File: src/dpgd_params.svh
// constants for the dimming period and group duty block
`ifndef DPGD_PARAMS_SVH
`define DPGD_PARAMS_SVH

// -----------------------------------------------------------------
// register offsets
// -----------------------------------------------------------------
`define DPGD_ADDR_CFG 8'h02
`define DPGD_ADDR_INT_LO 8'h19
`define DPGD_ADDR_INT_HI 8'h1a
`define DPGD_ADDR_GRP_A 8'h1b
`define DPGD_ADDR_GRP_B 8'h1c
`define DPGD_ADDR_DUTY0 8'h1d

// -----------------------------------------------------------------
// field positions
// -----------------------------------------------------------------
`define DPGD_NUM_CH 6
`define DPGD_CH_PER_REG 3
`define DPGD_CFG_PER_LSB 2
`define DPGD_SEL0_LSB 0
`define DPGD_SEL1_LSB 4
`define DPGD_SEL2_LSB 8
`define DPGD_FADE_BIT 12

// -----------------------------------------------------------------
// reset values
// -----------------------------------------------------------------
`define DPGD_RST_WORD 13'h0000
`define DPGD_RST_CFG_PER 2'h0

// -----------------------------------------------------------------
// timing counts, in pwm clock cycles
// -----------------------------------------------------------------
`define DPGD_PERIOD_CYC_0 8192
`define DPGD_PERIOD_CYC_1 4096
`define DPGD_PERIOD_CYC_2 2048
`define DPGD_PERIOD_CYC_3 1024

`endif

File: src/dpgd_pkg.sv
// types and decode helpers for the dimming period and group duty block
package dpgd_pkg;

  typedef logic [11:0] dpgd_duty_t;
  typedef logic [2:0] dpgd_sel_t;
  typedef logic [12:0] dpgd_word_t;
  typedef logic [4:0] dpgd_ivl_t;

  // -----------------------------------------------------------------
  // last period index of an update interval
  // -----------------------------------------------------------------
  function automatic dpgd_ivl_t dpgd_ivl_last(input dpgd_sel_t sel);
    dpgd_ivl_t r;
    r = 5'h1f;
    if (sel < 3'h6) begin
      r = 5'((6'h01 << sel) - 6'h01);
    end
    return r;
  endfunction : dpgd_ivl_last

  // -----------------------------------------------------------------
  // pack three selectors into a register word
  // -----------------------------------------------------------------
  function automatic dpgd_word_t dpgd_pack_sel(input dpgd_sel_t s2,
                                               input dpgd_sel_t s1,
                                               input dpgd_sel_t s0);
    return {2'h0, s2, 1'h0, s1, 1'h0, s0};
  endfunction : dpgd_pack_sel

endpackage : dpgd_pkg

File: src/dpgd_chan_if.sv
// link between the register side and one channel updater
`timescale 1ns/100ps
interface dpgd_chan_if (
  input wire logic clock
);
  import dpgd_pkg::*;

  logic period_end;
  dpgd_sel_t sel;
  dpgd_duty_t duty_pend;
  logic fade_pend;
  dpgd_duty_t duty_act;
  logic fade_act;
  logic update;

  modport ctrl (
    output period_end,
    output sel,
    output duty_pend,
    output fade_pend,
    input duty_act,
    input fade_act,
    input update
  );

  modport chan (
    input clock,
    input period_end,
    input sel,
    input duty_pend,
    input fade_pend,
    output duty_act,
    output fade_act,
    output update
  );
endinterface : dpgd_chan_if

File: src/dpgd_chan.sv
// per channel update interval counter and applied duty value
`timescale 1ns/100ps
module dpgd_chan
  import dpgd_pkg::*;
(
  input wire logic clock,
  input wire logic sys_rst,
  dpgd_chan_if.chan cif
);

  dpgd_ivl_t cnt_q;
  dpgd_ivl_t last;
  logic apply;

  // -----------------------------------------------------------------
  // interval decode
  // -----------------------------------------------------------------
  assign last = dpgd_ivl_last(cif.sel); // [RQ1] [RQ2]
  assign apply = cif.period_end && (cnt_q >= last); // [RQ14]

  // -----------------------------------------------------------------
  // period counter within the interval
  // -----------------------------------------------------------------
  always_ff @(posedge clock) begin
    if (sys_rst) begin
      cnt_q <= 5'h00;
    end else if (apply) begin
      cnt_q <= 5'h00;
    end else if (cif.period_end) begin
      cnt_q <= 5'(cnt_q + 5'h01); // [RQ1]
    end
  end

  // -----------------------------------------------------------------
  // applied duty and fade
  // -----------------------------------------------------------------
  always_ff @(posedge clock) begin
    if (sys_rst) begin
      cif.duty_act <= 12'h000;
      cif.fade_act <= 1'h0;
    end else if (apply) begin
      cif.duty_act <= cif.duty_pend; // [RQ14] [RQ13]
      cif.fade_act <= cif.fade_pend; // [RQ9]
    end
  end

  always_ff @(posedge clock) begin
    if (sys_rst) begin
      cif.update <= 1'h0;
    end else begin
      cif.update <= apply;
    end
  end

endmodule : dpgd_chan

File: src/dpgd_top.sv
// dimming period select, group duty registers and channel duty update
//
// Behaviour
// [RQ1] codes 0-5 update every 1..32 periods
// [RQ2] codes 6 and 7 act as 5
// [RQ3] default period is 8192 pwm clocks
// [RQ4] period length chosen by cfg bits 3:2
// [RQ5] ch5 10:8, ch4 6:4, ch3 2:0
// [RQ6] ch1 6:4, ch0 2:0 selector fields
// [RQ7] group a write copies duty to members
// [RQ8] group b write copies duty to members
// [RQ9] bit 12 of group word enables fade
// [RQ10] one write sets duty and fade together
// [RQ11] members read back exactly the group value
// [RQ12] interval registers read back their selector fields only, group registers as written
// [RQ13] duty is 12 bits, 0 off, fff full
// [RQ14] new duty applies only at interval boundary
`timescale 1ns/100ps
`include "dpgd_params.svh"
module dpgd_top
  import dpgd_pkg::*;
#(
  parameter int PERIOD_CYC_0 = `DPGD_PERIOD_CYC_0
) (
  input wire logic clock,
  input wire logic sys_rst,
  input wire logic reg_wr,
  input wire logic reg_rd,
  input wire logic [7:0] reg_addr,
  input wire logic [12:0] reg_wdata,
  output logic [12:0] reg_rdata,
  output logic reg_rvalid,
  input wire logic [5:0] group_a_members,
  input wire logic [5:0] group_b_members,
  output logic [5:0][11:0] duty_active,
  output logic [5:0] fade_active,
  output logic [5:0] duty_update,
  output logic period_end
);

  // -----------------------------------------------------------------
  // state
  // -----------------------------------------------------------------
  logic [1:0] cfg_per_q;
  dpgd_sel_t sel_q [`DPGD_NUM_CH];
  dpgd_word_t grp_a_q;
  dpgd_word_t grp_b_q;
  dpgd_duty_t duty_q [`DPGD_NUM_CH];
  logic fade_q [`DPGD_NUM_CH];
  logic [12:0] per_cnt_q;
  logic [12:0] per_last;
  logic wr_cfg;
  logic wr_lo;
  logic wr_hi;
  logic wr_a;
  logic wr_b;

  assign wr_cfg = reg_wr && (reg_addr == `DPGD_ADDR_CFG);
  assign wr_lo = reg_wr && (reg_addr == `DPGD_ADDR_INT_LO);
  assign wr_hi = reg_wr && (reg_addr == `DPGD_ADDR_INT_HI);
  assign wr_a = reg_wr && (reg_addr == `DPGD_ADDR_GRP_A);
  assign wr_b = reg_wr && (reg_addr == `DPGD_ADDR_GRP_B);

  // -----------------------------------------------------------------
  // period configuration
  // -----------------------------------------------------------------
  always_ff @(posedge clock) begin
    if (sys_rst) begin
      cfg_per_q <= `DPGD_RST_CFG_PER;
    end else if (wr_cfg) begin
      cfg_per_q <= reg_wdata[`DPGD_CFG_PER_LSB +: 2]; // [RQ4]
    end
  end

  always_comb begin
    unique case (cfg_per_q)
      2'h0: per_last = 13'(PERIOD_CYC_0 - 1); // [RQ3]
      2'h1: per_last = 13'(`DPGD_PERIOD_CYC_1 - 1);
      2'h2: per_last = 13'(`DPGD_PERIOD_CYC_2 - 1);
      2'h3: per_last = 13'(`DPGD_PERIOD_CYC_3 - 1);
    endcase
  end

  // -----------------------------------------------------------------
  // pwm period counter
  // -----------------------------------------------------------------
  assign period_end = (per_cnt_q >= per_last); // [RQ4]

  always_ff @(posedge clock) begin
    if (sys_rst) begin
      per_cnt_q <= 13'h0000;
    end else if (period_end) begin
      per_cnt_q <= 13'h0000;
    end else begin
      per_cnt_q <= 13'(per_cnt_q + 13'h0001); // [RQ3]
    end
  end

  // -----------------------------------------------------------------
  // update interval selectors
  // -----------------------------------------------------------------
  always_ff @(posedge clock) begin
    if (sys_rst) begin
      for (int i = 0; i < `DPGD_NUM_CH; i++) begin
        sel_q[i] <= 3'h0;
      end
    end else begin
      if (wr_lo) begin
        sel_q[0] <= reg_wdata[`DPGD_SEL0_LSB +: 3]; // [RQ6]
        sel_q[1] <= reg_wdata[`DPGD_SEL1_LSB +: 3]; // [RQ6]
        sel_q[2] <= reg_wdata[`DPGD_SEL2_LSB +: 3];
      end
      if (wr_hi) begin
        sel_q[3] <= reg_wdata[`DPGD_SEL0_LSB +: 3]; // [RQ5]
        sel_q[4] <= reg_wdata[`DPGD_SEL1_LSB +: 3]; // [RQ5]
        sel_q[5] <= reg_wdata[`DPGD_SEL2_LSB +: 3]; // [RQ5]
      end
    end
  end

  // -----------------------------------------------------------------
  // group duty registers
  // -----------------------------------------------------------------
  always_ff @(posedge clock) begin
    if (sys_rst) begin
      grp_a_q <= `DPGD_RST_WORD;
      grp_b_q <= `DPGD_RST_WORD;
    end else begin
      if (wr_a) begin
        grp_a_q <= reg_wdata; // [RQ12]
      end
      if (wr_b) begin
        grp_b_q <= reg_wdata; // [RQ12]
      end
    end
  end

  // -----------------------------------------------------------------
  // channel duty registers, loaded directly or by a group write
  // -----------------------------------------------------------------
  always_ff @(posedge clock) begin
    if (sys_rst) begin
      for (int i = 0; i < `DPGD_NUM_CH; i++) begin
        duty_q[i] <= 12'h000;
        fade_q[i] <= 1'h0;
      end
    end else begin
      for (int i = 0; i < `DPGD_NUM_CH; i++) begin
        if (reg_wr && (reg_addr == 8'(`DPGD_ADDR_DUTY0 + i))) begin
          duty_q[i] <= reg_wdata[11:0]; // [RQ13]
          fade_q[i] <= reg_wdata[`DPGD_FADE_BIT];
        end else if (wr_a && group_a_members[i]) begin
          duty_q[i] <= reg_wdata[11:0]; // [RQ7] [RQ10] [RQ11]
          fade_q[i] <= reg_wdata[`DPGD_FADE_BIT]; // [RQ9] [RQ10]
        end else if (wr_b && group_b_members[i]) begin
          duty_q[i] <= reg_wdata[11:0]; // [RQ8] [RQ10] [RQ11]
          fade_q[i] <= reg_wdata[`DPGD_FADE_BIT]; // [RQ9] [RQ10]
        end
      end
    end
  end

  // -----------------------------------------------------------------
  // channel updaters
  // -----------------------------------------------------------------
  for (genvar g = 0; g < `DPGD_NUM_CH; g++) begin : g_ch
    dpgd_chan_if cif (
      .clock(clock)
    );

    assign cif.period_end = period_end;
    assign cif.sel = sel_q[g];
    assign cif.duty_pend = duty_q[g];
    assign cif.fade_pend = fade_q[g];
    assign duty_active[g] = cif.duty_act;
    assign fade_active[g] = cif.fade_act;
    assign duty_update[g] = cif.update;

    dpgd_chan u_chan (
      .clock(clock),
      .sys_rst(sys_rst),
      .cif(cif.chan)
    );
  end

  // -----------------------------------------------------------------
  // register readback
  // -----------------------------------------------------------------
  always_ff @(posedge clock) begin
    if (sys_rst) begin
      reg_rvalid <= 1'h0;
    end else begin
      reg_rvalid <= reg_rd;
    end
  end

  always_ff @(posedge clock) begin
    if (sys_rst) begin
      reg_rdata <= 13'h0000;
    end else if (reg_rd) begin
      reg_rdata <= 13'h0000;
      unique case (reg_addr)
        `DPGD_ADDR_CFG: begin
          reg_rdata[`DPGD_CFG_PER_LSB +: 2] <= cfg_per_q;
        end
        `DPGD_ADDR_INT_LO: begin
          reg_rdata <= dpgd_pack_sel(sel_q[2], sel_q[1], sel_q[0]); // [RQ12]
        end
        `DPGD_ADDR_INT_HI: begin
          reg_rdata <= dpgd_pack_sel(sel_q[5], sel_q[4], sel_q[3]); // [RQ12]
        end
        `DPGD_ADDR_GRP_A: begin
          reg_rdata <= grp_a_q; // [RQ12]
        end
        `DPGD_ADDR_GRP_B: begin
          reg_rdata <= grp_b_q; // [RQ12]
        end
        default: begin
          for (int i = 0; i < `DPGD_NUM_CH; i++) begin
            if (reg_addr == 8'(`DPGD_ADDR_DUTY0 + i)) begin
              reg_rdata <= {fade_q[i], duty_q[i]}; // [RQ11]
            end
          end
        end
      endcase
    end
  end

endmodule : dpgd_top

File: config.mk
export PLATFORM = sky130hd
export DESIGN_NAME = dpgd_top
export DESIGN_NICKNAME = d
export VERILOG_FILES = /design/src/dpgd_pkg.sv /design/src/dpgd_chan_if.sv /design/src/dpgd_chan.sv /design/src/dpgd_top.sv
export VERILOG_INCLUDE_DIRS = /design/src
export SDC_FILE = /design/constraint.sdc
export NUM_CORES = 1
export LEC_CHECK = 0
export BUFFER_PORTS_ARGS = -buffer_cell sky130_fd_sc_hd__clkbuf_2
export CORE_MARGIN = 2
export CORE_UTILIZATION = 50
export CTS_CLUSTER_SIZE = 12
export DETAILED_ROUTE_END_ITERATION = 6
export PLACE_DENSITY_LB_ADDON = 0.12
export SETUP_SLACK_MARGIN = 0.15
export SYNTH_ARGS = -nofsm -noshare
export SYNTH_HDL_FRONTEND = slang
export SYNTH_SLANG_ARGS = --single-unit
File: constraint.sdc
create_clock -name clock -period 3.48 [get_ports clock]
set_input_delay 0.348 -clock clock [delete_from_list [all_inputs] [get_ports clock]]
set_output_delay 0.348 -clock clock [all_outputs]
set_load 0.01 [all_outputs]
## After elaboration in Yosys (flattened, before gate mapping)

Memories as Yosys holds them, arrays and structs flattened.
Cells that the tools add are included.
W data, S select, Z words.

| operators by class | value |
|---|---|
| bitwise operators | 42 |
| add/sub/neg operators | 13 |
| reductions and logical operators | 37 |
| shifts and indexed selects | 6 |
| mux-type cells | 138 |
| eq/ne operators | 14 |
| magnitude comparators | 13 |

Operators with widths:

| cell | count |
|---|---|
| $mux W12 | 18 |
| $mux W1 | 98 |
| $mux W13 | 6 |
| $eq A8 B5 Y1 const B | 7 |
| $pmux W13 S4 | 1 |
| $pmux W9 S5 | 1 |
| $or A1 B1 Y1 | 42 |
| $add A5 B1 Y5 const B | 6 |
| $ge A5 B5 Y1 | 6 |
| $mux W5 | 6 |
| $shl A1 B3 Y5 const A | 6 |
| $sub A5 B1 Y5 const B | 6 |
| $logic_and A1 B1 Y1 | 29 |
| $eq A8 B6 Y1 const B | 3 |
| $pmux W2 S5 | 2 |
| $lt A3 B3 Y1 const B | 6 |
| $mux W3 | 6 |
| $reduce_or A2 Y1 | 7 |
| $add A13 B1 Y13 const B | 1 |
| $ge A13 B13 Y1 | 1 |
| $eq A8 B2 Y1 const B | 1 |
| $eq A2 B2 Y1 const B | 2 |
| $eq A2 B1 Y1 const B | 1 |
| $logic_not A2 Y1 | 1 |

| storage, ports and cells | value |
|---|---|
| memories kept | 3 |
| logic and storage cells | 296 |
| input bits | 37 |
| output and inout bits | 99 |
| bits in writable memories | 96 |
| register bits after elaboration | 169 |

Memory list:

| name | depth | width | rd ports | clocked after memory_dff | write ports | line | text |
|---|---|---|---|---|---|---|---|
| duty_q | 6 | 12 | 6 | 0 | 6 | dpgd_top.sv:48 | `` dpgd_duty_t duty_q [`DPGD_NUM_CH]; `` |
| sel_q | 6 | 3 | 6 | 0 | 6 | dpgd_top.sv:45 | `` dpgd_sel_t sel_q [`DPGD_NUM_CH]; `` |
| fade_q | 6 | 1 | 6 | 0 | 6 | dpgd_top.sv:49 | `` logic fade_q [`DPGD_NUM_CH]; `` |

## Longest topological paths before layout

Gate-level depths: netlist (run 1).

| depth | value |
|---|---|
| depth after elaboration | 9 |
| mapped depth | 13 |

## Cells and area by module

A second synthesis (run 1) with hierarchy kept.

| unflattened totals | value |
|---|---|
| cells, all modules | 1,256 |
| area, all modules | 13,083.8 um^2 |

By module, submodules not included:

| module | seq. area each (um^2) | times used | area an instance (um^2) | cells each |
|---|---|---|---|---|
| dpgd_top | 3,983.8 | 1 | 6,993.0 | 680 |
| dpgd_chan (g_ch[0].u_chan ...) | 380.4 | 4 | 1,011.0 | 96 |
| dpgd_chan (g_ch[4].u_chan ...) | 380.4 | 2 | 1,023.5 | 96 |

## Worst setup path after synthesis (run 1)

Ideal clock, no wire load.

| timing path | value |
|---|---|
| path kind | register to register |
| start | memory sel_q[0][14] (netlist name) |
| end | register g_ch[4].u_chan.cnt_q[3] |
| setup slack | 839 ps |
| clock period less this slack | 2,641 ps |
| path buffers | 2 |
| arrival | 2,567 ps |
| cell stages (with the launch flop) | 13 |
| cell sequence | edfxtp_1 clkbuf_1 or3_1 ha_1 nor2b_1 a21oi_1 o22ai_1 ha_1 a21oi_1 o21a_1 clkbuf_1 nand3_1 a31oi_1 |

RTL lines:

| item | line | text |
|---|---|---|
| from (decl) | dpgd_top.sv:45 |  |
| to (signal assigned) | dpgd_chan.sv:30 | `cnt_q <= 5'(cnt_q + 5'h01);` |
| to (decl) | dpgd_chan.sv:11 | `dpgd_ivl_t cnt_q;` |

## Final worst setup path (run 1)

| timing path | value |
|---|---|
| start | register cfg_per_q[1] |
| end | output period_end |

| between the ends | value |
|---|---|
| cells in the longest elaborated chain, start to end | 3 |
| elaborated cells between the ends (all ways) | 6 |
| those cells by class | 1 x order compare; 3 x eq/ne; 1 x mux; 1 x reduce/logical |

Ends and longest elaborated chain:

| item | line | text |
|---|---|---|
| from (decl) | dpgd_top.sv:44 | `logic [1:0] cfg_per_q;` |
| from (signal assigned) | dpgd_top.sv:69 | `` cfg_per_q <= `DPGD_RST_CFG_PER; `` |
| from (signal assigned) | dpgd_top.sv:71 | `` cfg_per_q <= reg_wdata[`DPGD_CFG_PER_LSB +: 2]; `` |
| $eq A2 B2 Y1, or another cell as far along | dpgd_top.sv:76 | `unique case (cfg_per_q)` |
| $pmux W13 S4 (*) | dpgd_top.sv:76 |  |
| $ge A13 B13 Y1 (*) | dpgd_top.sv:87 | `assign period_end = (per_cnt_q >= per_last);` |
| to (decl) | dpgd_top.sv:38 | `output logic period_end` |

Every way passes the cells marked *; elsewhere a longest branch is shown, timed or not. The select of a mux whose other input is x is not followed.

==> results of run 1 <==
kinds of logic after synthesis:
family                     share of synthesized area [%]
xor gates and xnor gates                           0.758
adders and majority gates                           4.14
buffers and inverters                               5.01
muxes                                               1.01
and+or+nand+nor                                     21.6
AOI/OAI and AO/OA                                   18.2
DFF                                                 49.3
flip-flops by register name (all words and copies together), names as in the netlist, 2 cells and up:
signal	cells
grp_b_q	13
reg_rdata	13
g_ch.u_chan.cnt_q	30
g_ch.u_chan.cif.duty_act	72
sel_q	18
per_cnt_q	13
duty_q	72
g_ch.u_chan.cif.update	6
g_ch.u_chan.cif.fade_act	6
grp_a_q	13
fade_q	6
cfg_per_q	2
stage by stage:
| stage | util [%] | total power [mW] | hold slack (ns) |
|---|---|---|---|
| global placement | 54.0 | 3.92 | 0.438 |
| detailed placement | 54.0 | 3.92 | 0.447 |
| CTS | 57.5 | 6.80 | 0.195 |
| global route | 57.5 | 6.97 | 0.216 |
| floorplan | - | 3.71 | 0.426 |
| finish | 57.5 | 6.77 | 0.227 |
routing by layer:
layer | vias to the layer above | part of all wire (%)
met4 | 0 | 3.9
met1 | 4991 | 45
met2 | 415 | 43
met5 | - | 0
met3 | 84 | 8.2
li1 | 4988 | -
area by class of cell:
cell class / instances / area [sq um]
Antenna cell: 1 / 2.50
Clock buffer: 43 / 832
Clock inverter: 9 / 47.5
Fill cell: 2273 / 10600
Inverter: 28 / 105
Multi-Input combinational cell: 931 / 5800
Sequential cell: 265 / 6270
Tap cell: 330 / 413
Timing Repair Buffer: 166 / 936
final timing paths:
check | startpoint | endpoint | slack, ns
setup / recovery | cfg_per_q[1] | period_end | 0.51
hold / removal | reg_wdata[12] | grp_a_q[12] | 0.23
setup reg to reg | sel_q[0][14] | g_ch[4].u_chan.cnt_q[2] | 0.61
hold reg to reg | grp_b_q[3] | grp_b_q[3] | 0.45
placed cells by master (no fill, tap or decap), drive strengths merged, types with 27 or more instances in the layout:
master  count
clkbuf    177
buf        32
ha         42
and2      102
dfxtp     169
a22oi      27
nand3      65
inv        28
nor2       64
nand2      89
edfxtp     96
nand3b     76
o21ai      90
a21oi     147
power by group:
group	internal (mW)	leakage [nW]	switching, mW
Combinational	0.167	2.56	0.314
Sequential	3.29	2.28	0.0928
Clock	1.64	0.442	1.26
Total	5.11	5.28	1.66
worst max-delay path, cell delays in order (launching register included):
cell	delay [ns]
dfxtp_1	0.35
or2_2	0.31
ha_1	0.30
o2111ai_1	0.10
o31a_2	0.34
inv_2	0.43
clkbuf_2	0.23
==> flow_summary.json, run 1 <==
{
  "setup_slack_ns": 0.507,
  "drt_first_pass_iters": 5,
  "status": "finished clean",
  "postLayoutCellArea_sq_um": 14400,
  "cts_max_path_buffers": 3,
  "setup_viol": 0,
  "synth.most_common_cell": "dfxtp_1",
  "peakVddDrop_mv": 0.320,
  "synth_nets": 1416,
  "clk_pin_slew_ns": 0.06,
  "yosysWarnings": 0,
  "fmax_ghz": 0.336,
  "clockRootBuffer": "clkbuf_16",
  "synthTopCellsByArea": "dfxtp_1 (27%), edfxtp_1 (23%), a21oi_1 (5.7%)",
  "power.leakage_nw": 5.28,
  "arrival_ns": 2.62,
  "core_area_sq_um": 25000,
  "first_iter_violations": 1239,
  "grt_use_met2_pct": 40.3,
  "synth_area_sq_um": 12700,
  "crit_required_ns": 3.13,
  "worstSetupStartpointType": "flip-flop",
  "busiest_layer": "met2",
  "syn_to_final_growth_pct": 13.4,
  "dp_hpwl_um": 25800,
  "postRouteAntennaNets": 0,
  "die-area_sq_um": 26700,
  "worstMarginPinSlew_ns": 0.752,
  "num_rows": 58,
  "synth_top_cells_by_count": "dfxtp_1 (169), a21oi_1 (144), and2_1 (101)",
  "reg2reg_depth": 11,
  "avgSynthCellArea_sq_um": 9.50,
  "min_period_over_period_pct": 85.4,
  "power_density_nw_per_um2": 470,
  "post-cts-setup-buffers": 0,
  "hold_class": "input port to flip-flop",
  "synth-async-reset-ratio_pct": 0,
  "viasPerCell": 5.91,
  "numPortBuffers": 135,
  "gp_congestion": 0.975,
  "htreeDepth": 1,
  "synthDistinctLibCells": 66,
  "grt_first_pass_wirelength_um": 56100,
  "hold_viol_final": 0,
  "io_pins": 136,
  "rsz0062_at_grt": "false",
  "ctsHoldBuffers": 0,
  "crit_path_end_kind": "output pin",
  "syn_inst": 1337,
  "stdcell_count": 1773,
  "die_x_um": 163,
  "cap_viol_max_count": 0,
  "synth_edf_count": 96,
  "dp_cells": 1720,
  "cts_tree": "yes",
  "grt_max_degree": 112,
  "fin_tns_setup_ns": 0,
  "grt_usage_pct": 27.4,
  "ys.flop_type": "dfxtp_1",
  "chipHeight_um": 163,
  "grtUsageMet1_pct": 39.8,
  "slew_headroom_pct": 49.7,
  "cts_resized": 0,
  "num_vias": 10478,
  "initial_core_util_pct": 50.7,
  "fin_skew_ns": 0.0115,
  "avgRoutedWirePerCell_um": 20.9,
  "insertion_delay_ns": 0.55,
  "critPathKind": "flip-flop to output pin",
  "antenna_found_initial": 1,
  "whs_path_depth": 3,
  "seq_area_frac_synth_pct": 49.3,
  "grt_overflow": 0,
  "drc": 0,
  "numClockSinks": 265,
  "critPathMaxFanout": 25,
  "period_minus_slack_ns": 2.97,
  "placed_cell_area_sq_um": 13500,
  "maxSlewViolCount": 0,
  "yosys.area.top_type_share_pct": 26.6,
  "grt_pass1_vias": 9558,
  "grt_util_met3_pct": 5.61,
  "nNetsFinal": 1500,
  "final_layout_size_suffix_gt1_share_pct": 16.6,
  "numCtsBuffers": 29,
  "synth_area_leader_cell": "dfxtp_1",
  "place_ws_ns": 0.638,
  "ys_seq_elements": 265,
  "wl_um": 37100
}
Power figures use the tool's default switching activity.
==> run 2: changes to the inputs <==
==> constraint.sdc (replaced) <==
create_clock -name clock -period 3.53 [get_ports clock]
set_input_delay 0.353 -clock clock [delete_from_list [all_inputs] [get_ports clock]]
set_output_delay 0.353 -clock clock [all_outputs]
set_load 0.01 [all_outputs]
==> flow_summary.json, run 2 (same netlist as run 1, synthesis figures left out) <==
{
  "dp_hpwl_um": 25600,
  "final_layout_size_suffix_gt1_share_pct": 17.1,
  "internal-power_mw": 5.20,
  "hold_class": "input port to flip-flop",
  "drt_first_pass_iters": 6,
  "place_ws_ns": 0.666,
  "setup_viol": 0,
  "path_cells": "or3_1 > ha_1 > nor2b_1 > a21oi_1 > o22ai_1 > ha_1 > a21oi_1 > o21a_1 > buf_4 > nand3b_1 > a21oi_1",
  "status": "finished clean",
  "grt_max_degree": 177,
  "min_period_over_period_pct": 80.9,
  "die_x_um": 163,
  "hold_viol_final": 0,
  "reg2reg_depth": 11,
  "setup_slack_ns": 0.676,
  "cts_max_path_buffers": 3,
  "final_core_util_pct": 58.0,
  "cts_resized": 0,
  "cpMostUsedCell": "a21oi_1",
  "io_pins": 136,
  "whs_path_depth": 3,
  "grt_first_pass_wirelength_um": 56500,
  "stdcell_count": 1780,
  "arrival_ns": 3.24,
  "antenna_found_initial": 2,
  "htreeDepth": 1,
  "initial_core_util_pct": 50.7,
  "dp_cells": 1722,
  "slew_headroom_pct": 38.4,
  "cp_slowest_cell": "edfxtp_1",
  "critPathMaxFanout": 34,
  "reg_top3": "duty_q: 72 flops, g_ch.u_chan.cif.duty_act: 72 flops, g_ch.u_chan.cnt_q: 30 flops",
  "grt_pass1_vias": 9408,
  "num_vias": 10485,
  "placed_cell_area_sq_um": 13500,
  "nNetsFinal": 1503,
  "avgRoutedWirePerCell_um": 20.8,
  "rsz0062_at_grt": "false",
  "power_density_nw_per_um2": 471,
  "die-area_sq_um": 26700,
  "clockRootBuffer": "clkbuf_16",
  "reg2reg_to": "g_ch[4].u_chan.cif.duty_act[4]",
  "first_iter_violations": 1111,
  "crit_family": "simple AND/OR/NAND/NOR gates",
  "fill_cells": 2233,
  "power_frac_clock_pct": 44.4,
  "worstSetupStartpointType": "flip-flop",
  "drc": 0,
  "post-cts-setup-buffers": 0,
  "grt_usage_pct": 27.6,
  "timing.rr.start": "sel_q[0][14]",
  "min_from": "reg_wdata[12]",
  "pwr-share-comb_pct": 6.9,
  "critPathBufInv": 1,
  "holdWs_ns": 0.227,
  "worstMarginPinSlew_ns": 0.924,
  "p_total_mw": 6.85,
  "hold_end": "grp_b_q[12]",
  "crit_path_end_kind": "flip-flop",
  "power.leakage_nw": 5.35,
  "ctsHoldBuffers": 0,
  "numPortBuffers": 135,
  "wl_um": 37000,
  "final_common_cell": "dfxtp_1",
  "chipHeight_um": 163,
  "grt_overflow": 0,
  "period_minus_slack_ns": 2.85,
  "seqPwrFrac_pct": 48.8,
  "cts_tree": "yes",
  "sw_frac_of_total_pct": 24.1,
  "num_rows": 58,
  "clk_pin_slew_ns": 0.06,
  "r2r_slack_ns": 0.68,
  "core_area_sq_um": 25000,
  "peakVddDrop_mv": 0.402,
  "fin_skew_ns": 0.0202,
  "layout_common_cells": "dfxtp_1 (169), a21oi_1 (144), clkbuf_2 (134)",
  "insertion_delay_ns": 0.55,
  "switchingPower_mw": 1.65,
  "critPathKind": "flip-flop to flip-flop",
  "crit_required_ns": 3.91,
  "numCtsBuffers": 30,
  "numClockSinks": 265,
  "postLayoutCellArea_sq_um": 14500,
  "viasPerCell": 5.89,
  "syn_to_final_growth_pct": 14.4,
  "maxSlewViolCount": 0,
  "gp_congestion": 0.934,
  "postRouteAntennaNets": 0,
  "max_stage_delay_ns": 0.50,
  "fmax_ghz": 0.350,
  "fin_tns_setup_ns": 0,
  "cap_viol_max_count": 0
}
run 2: area by class of cell:
class / instances / area, sq um / area share (%)
clock inverters: 9 / 55.1 / 0.379
clock buffers: 47 / 920 / 6.33
inverters: 28 / 105 / 0.723
diodes: 2 / 5.00 / 0.0344
flip-flops and latches: 265 / 6270 / 43.1
repair buffers: 168 / 963 / 6.63
multi-input cells: 931 / 5800 / 39.9
well taps: 330 / 413 / 2.84
run 2: layer usage:
metal	part of all wire [%]	GRT usage, %	vias up
met5	0.035	0	-
met4	2.9	8.65	2
met3	8.5	4.65	70
met2	43	40.8	421
met1	45	41.2	4991
li1	-	-	5001
run 2: worst max-delay path by stage:
stage	slack, ns	from	cells after the start	endpoint
finish	0.68	sel_q[0][14]	11	g_ch[4].u_chan.cif.duty_act[4]
global route	0.40	sel_q[0][14]	11	g_ch[4].u_chan.cnt_q[2]
CTS	0.67	sel_q[0][14]	11	g_ch[4].u_chan.cnt_q[2]
detailed placement	0.67	sel_q[0][14]	11	g_ch[4].u_chan.cnt_q[2]
global placement	0.78	sel_q[0][14]	11	g_ch[4].u_chan.cnt_q[2]
floorplan	0.89	sel_q[0][14]	12	g_ch[4].u_chan.cnt_q[3]
run 2: power by group through the flow:
stage	Combinational, mW	Clock, mW	Sequential (mW)
3_5_place_dp	0.463	0	3.40
3_3_place_gp	0.457	0	3.40
5_1_grt	0.512	3.22	3.35
2_1_floorplan	0.300	0	3.36
4_1_cts	0.465	3.08	3.34
6_report	0.470	3.04	3.34
run 2: worst min-delay path, cell delays in order:
cell and delay [ns]:
clkbuf_2 0.21, nand2_1 0.11, a21oi_1 0.06
==> run 3: changes to the inputs <==
==> constraint.sdc (replaced) <==
create_clock -name clock -period 2.3 [get_ports clock]
set_input_delay 0.23 -clock clock [delete_from_list [all_inputs] [get_ports clock]]
set_output_delay 0.23 -clock clock [all_outputs]
set_load 0.01 [all_outputs]
==> flow_summary.json, run 3 (same netlist as run 1, synthesis figures left out) <==
{
  "slew_headroom_pct": 57.1,
  "avgRoutedWirePerCell_um": 23.2,
  "wl_um": 44300,
  "rsz0062_at_grt": "true",
  "crit_cells": 11,
  "grt_first_pass_wirelength_um": 65600,
  "clockRootBuffer": "clkbuf_16",
  "drc": 0,
  "final_core_util_pct": 69.2,
  "ctsHoldBuffers": 0,
  "dp_hpwl_um": 26600,
  "final_layout_size_suffix_gt1_share_pct": 33.2,
  "cap_viol_max_count": 0,
  "fin_skew_ns": 0.0121,
  "grt_util_met3_pct": 5.74,
  "grt_usage_pct": 32.5,
  "numPortBuffers": 135,
  "postLayoutCellArea_sq_um": 17300,
  "setup_viol": 51,
  "setup_slack_ns": -0.320,
  "crit_family": "compound AO/OA/AOI/OAI gates",
  "power_density_nw_per_um2": 634,
  "place_ws_ns": -0.296,
  "reg_top3": "duty_q: 72 flops, g_ch.u_chan.cif.duty_act: 72 flops, g_ch.u_chan.cnt_q: 30 flops",
  "max_stage_delay_ns": 0.39,
  "htreeDepth": 1,
  "power.leakage_nw": 6.54,
  "num_rows": 58,
  "grt_max_degree": 111,
  "viasPerCell": 6.02,
  "busiest_layer": "met2",
  "reg2reg_to": "g_ch[1].u_chan.cif.fade_act",
  "crit_path_end_kind": "flip-flop",
  "layout_common_cells": "dfxtp_1 (167), clkbuf_2 (134), a21oi_1 (114)",
  "peakVddDrop_mv": 0.567,
  "critPathBufInv": 1,
  "core_area_sq_um": 25000,
  "final_common_cell": "dfxtp_1",
  "hold_class": "input port to flip-flop",
  "numClockSinks": 265,
  "r2r_slack_ns": -0.32,
  "p_total_mw": 11.0,
  "io_pins": 136,
  "drt_first_pass_iters": 5,
  "critPathKind": "flip-flop to flip-flop",
  "cts_max_path_buffers": 3,
  "worstMarginPinSlew_ns": 0.643,
  "arrival_ns": 3.03,
  "grtUsageMet1_pct": 43.7,
  "num_vias": 11480,
  "violations": "setup timing",
  "cp_slowest_cell": "or3_1",
  "die_x_um": 163,
  "crit_path_start": "sel_q[0][3]",
  "min_period_over_period_pct": 114,
  "grt_use_met2_pct": 52.6,
  "die-area_sq_um": 26700,
  "postRouteAntennaNets": 0,
  "path_cells": "or3_1 > ha_2 > nor2b_4 > a21oi_2 > o22ai_2 > ha_1 > o211ai_1 > o21a_2 > clkbuf_16 > o21ai_0 > a21oi_1",
  "critPathMaxFanout": 17,
  "nNetsFinal": 1631,
  "status": "finished with violations",
  "crit_end": "g_ch[1].u_chan.cif.fade_act",
  "grt_pass1_vias": 10973,
  "fmax_ghz": 0.382,
  "insertion_delay_ns": 0.55,
  "worstSetupStartpointType": "flip-flop",
  "chipHeight_um": 163,
  "reg2reg_depth": 11,
  "syn_to_final_growth_pct": 36.4,
  "crit_required_ns": 2.71,
  "gp_congestion": 0.975,
  "period_minus_slack_ns": 2.62,
  "hold_viol_final": 0,
  "antenna_found_initial": 4,
  "timing.rr.start": "sel_q[0][3]",
  "clk_pin_slew_ns": 0.06,
  "initial_core_util_pct": 50.7,
  "placed_cell_area_sq_um": 14100,
  "first_iter_violations": 1191,
  "grt_overflow": 0,
  "numCtsBuffers": 29,
  "maxSlewViolCount": 0,
  "cts_tree": "yes"
}
-- run 3: per-stage QoR --
| step | setup TNS [ns] | hold WS (ns) | cells |
|---|---|---|---|
| 2_1_floorplan | -6.22 | 0.370 | 1337 |
| 3_3_place_gp | -7.52 | 0.438 | 1775 |
| 3_5_place_dp | -10.25 | 0.446 | 1775 |
| 4_1_cts | -6.20 | 0.125 | 1892 |
| 5_1_grt | -13.55 | 0.152 | 1903 |
| 6_report | -9.30 | 0.129 | 1906 |
-- run 3: layout make-up --
type | count | area, sq um
Tap cell | 330 | 413
Antenna cell | 3 | 7.51
Multi-Input combinational cell | 931 | 6610
Timing Repair Buffer | 297 | 3000
Sequential cell | 265 | 6270
Inverter | 28 | 113
Fill cell | 1884 | 7710
Clock inverter | 7 | 40.0
Clock buffer | 45 | 868
-- run 3: worst min path at each step --
stage,from,to,slack (ns),cells after the start
floorplan,reg_wdata[0],grp_b_q[0],0.37,2
global placement,grp_b_q[6],grp_b_q[6],0.44,2
detailed placement,grp_b_q[8],grp_b_q[8],0.45,2
CTS,reg_wdata[11],grp_b_q[11],0.13,3
global route,reg_wdata[11],grp_b_q[11],0.15,3
finish,reg_wdata[11],grp_b_q[11],0.13,3
-- run 3: power breakdown --
part	switching (mW)	internal (mW)	total, mW	leakage, nW
clock network	1.90	2.58	4.48	0.455
registers	0.125	4.98	5.11	2.28
logic	0.724	0.678	1.40	3.80
-- run 3: routing by layer --
layer	up-vias	wire, um
met5	-	13
met4	2	1860
met3	113	3740
met2	537	20800
met1	5543	17900
li1	5285	-
-- run 3: timing repair --
| item | CTS | global route |
|---|---|---|
| gates resized for setup | 219 | 105 |
| buffers inserted | 39 | 7 |
| endpoints found under the setup margin | 115 | 128 |
| gates cloned | 26 | 4 |
| pin swaps | 97 | 73 |
-- run 3: tightest hold or removal path: cells and delay by family --
kind	cells	cell delay, ns
simple gates	1	0.11
compound gates	1	0.06
buf+inv	1	0.22
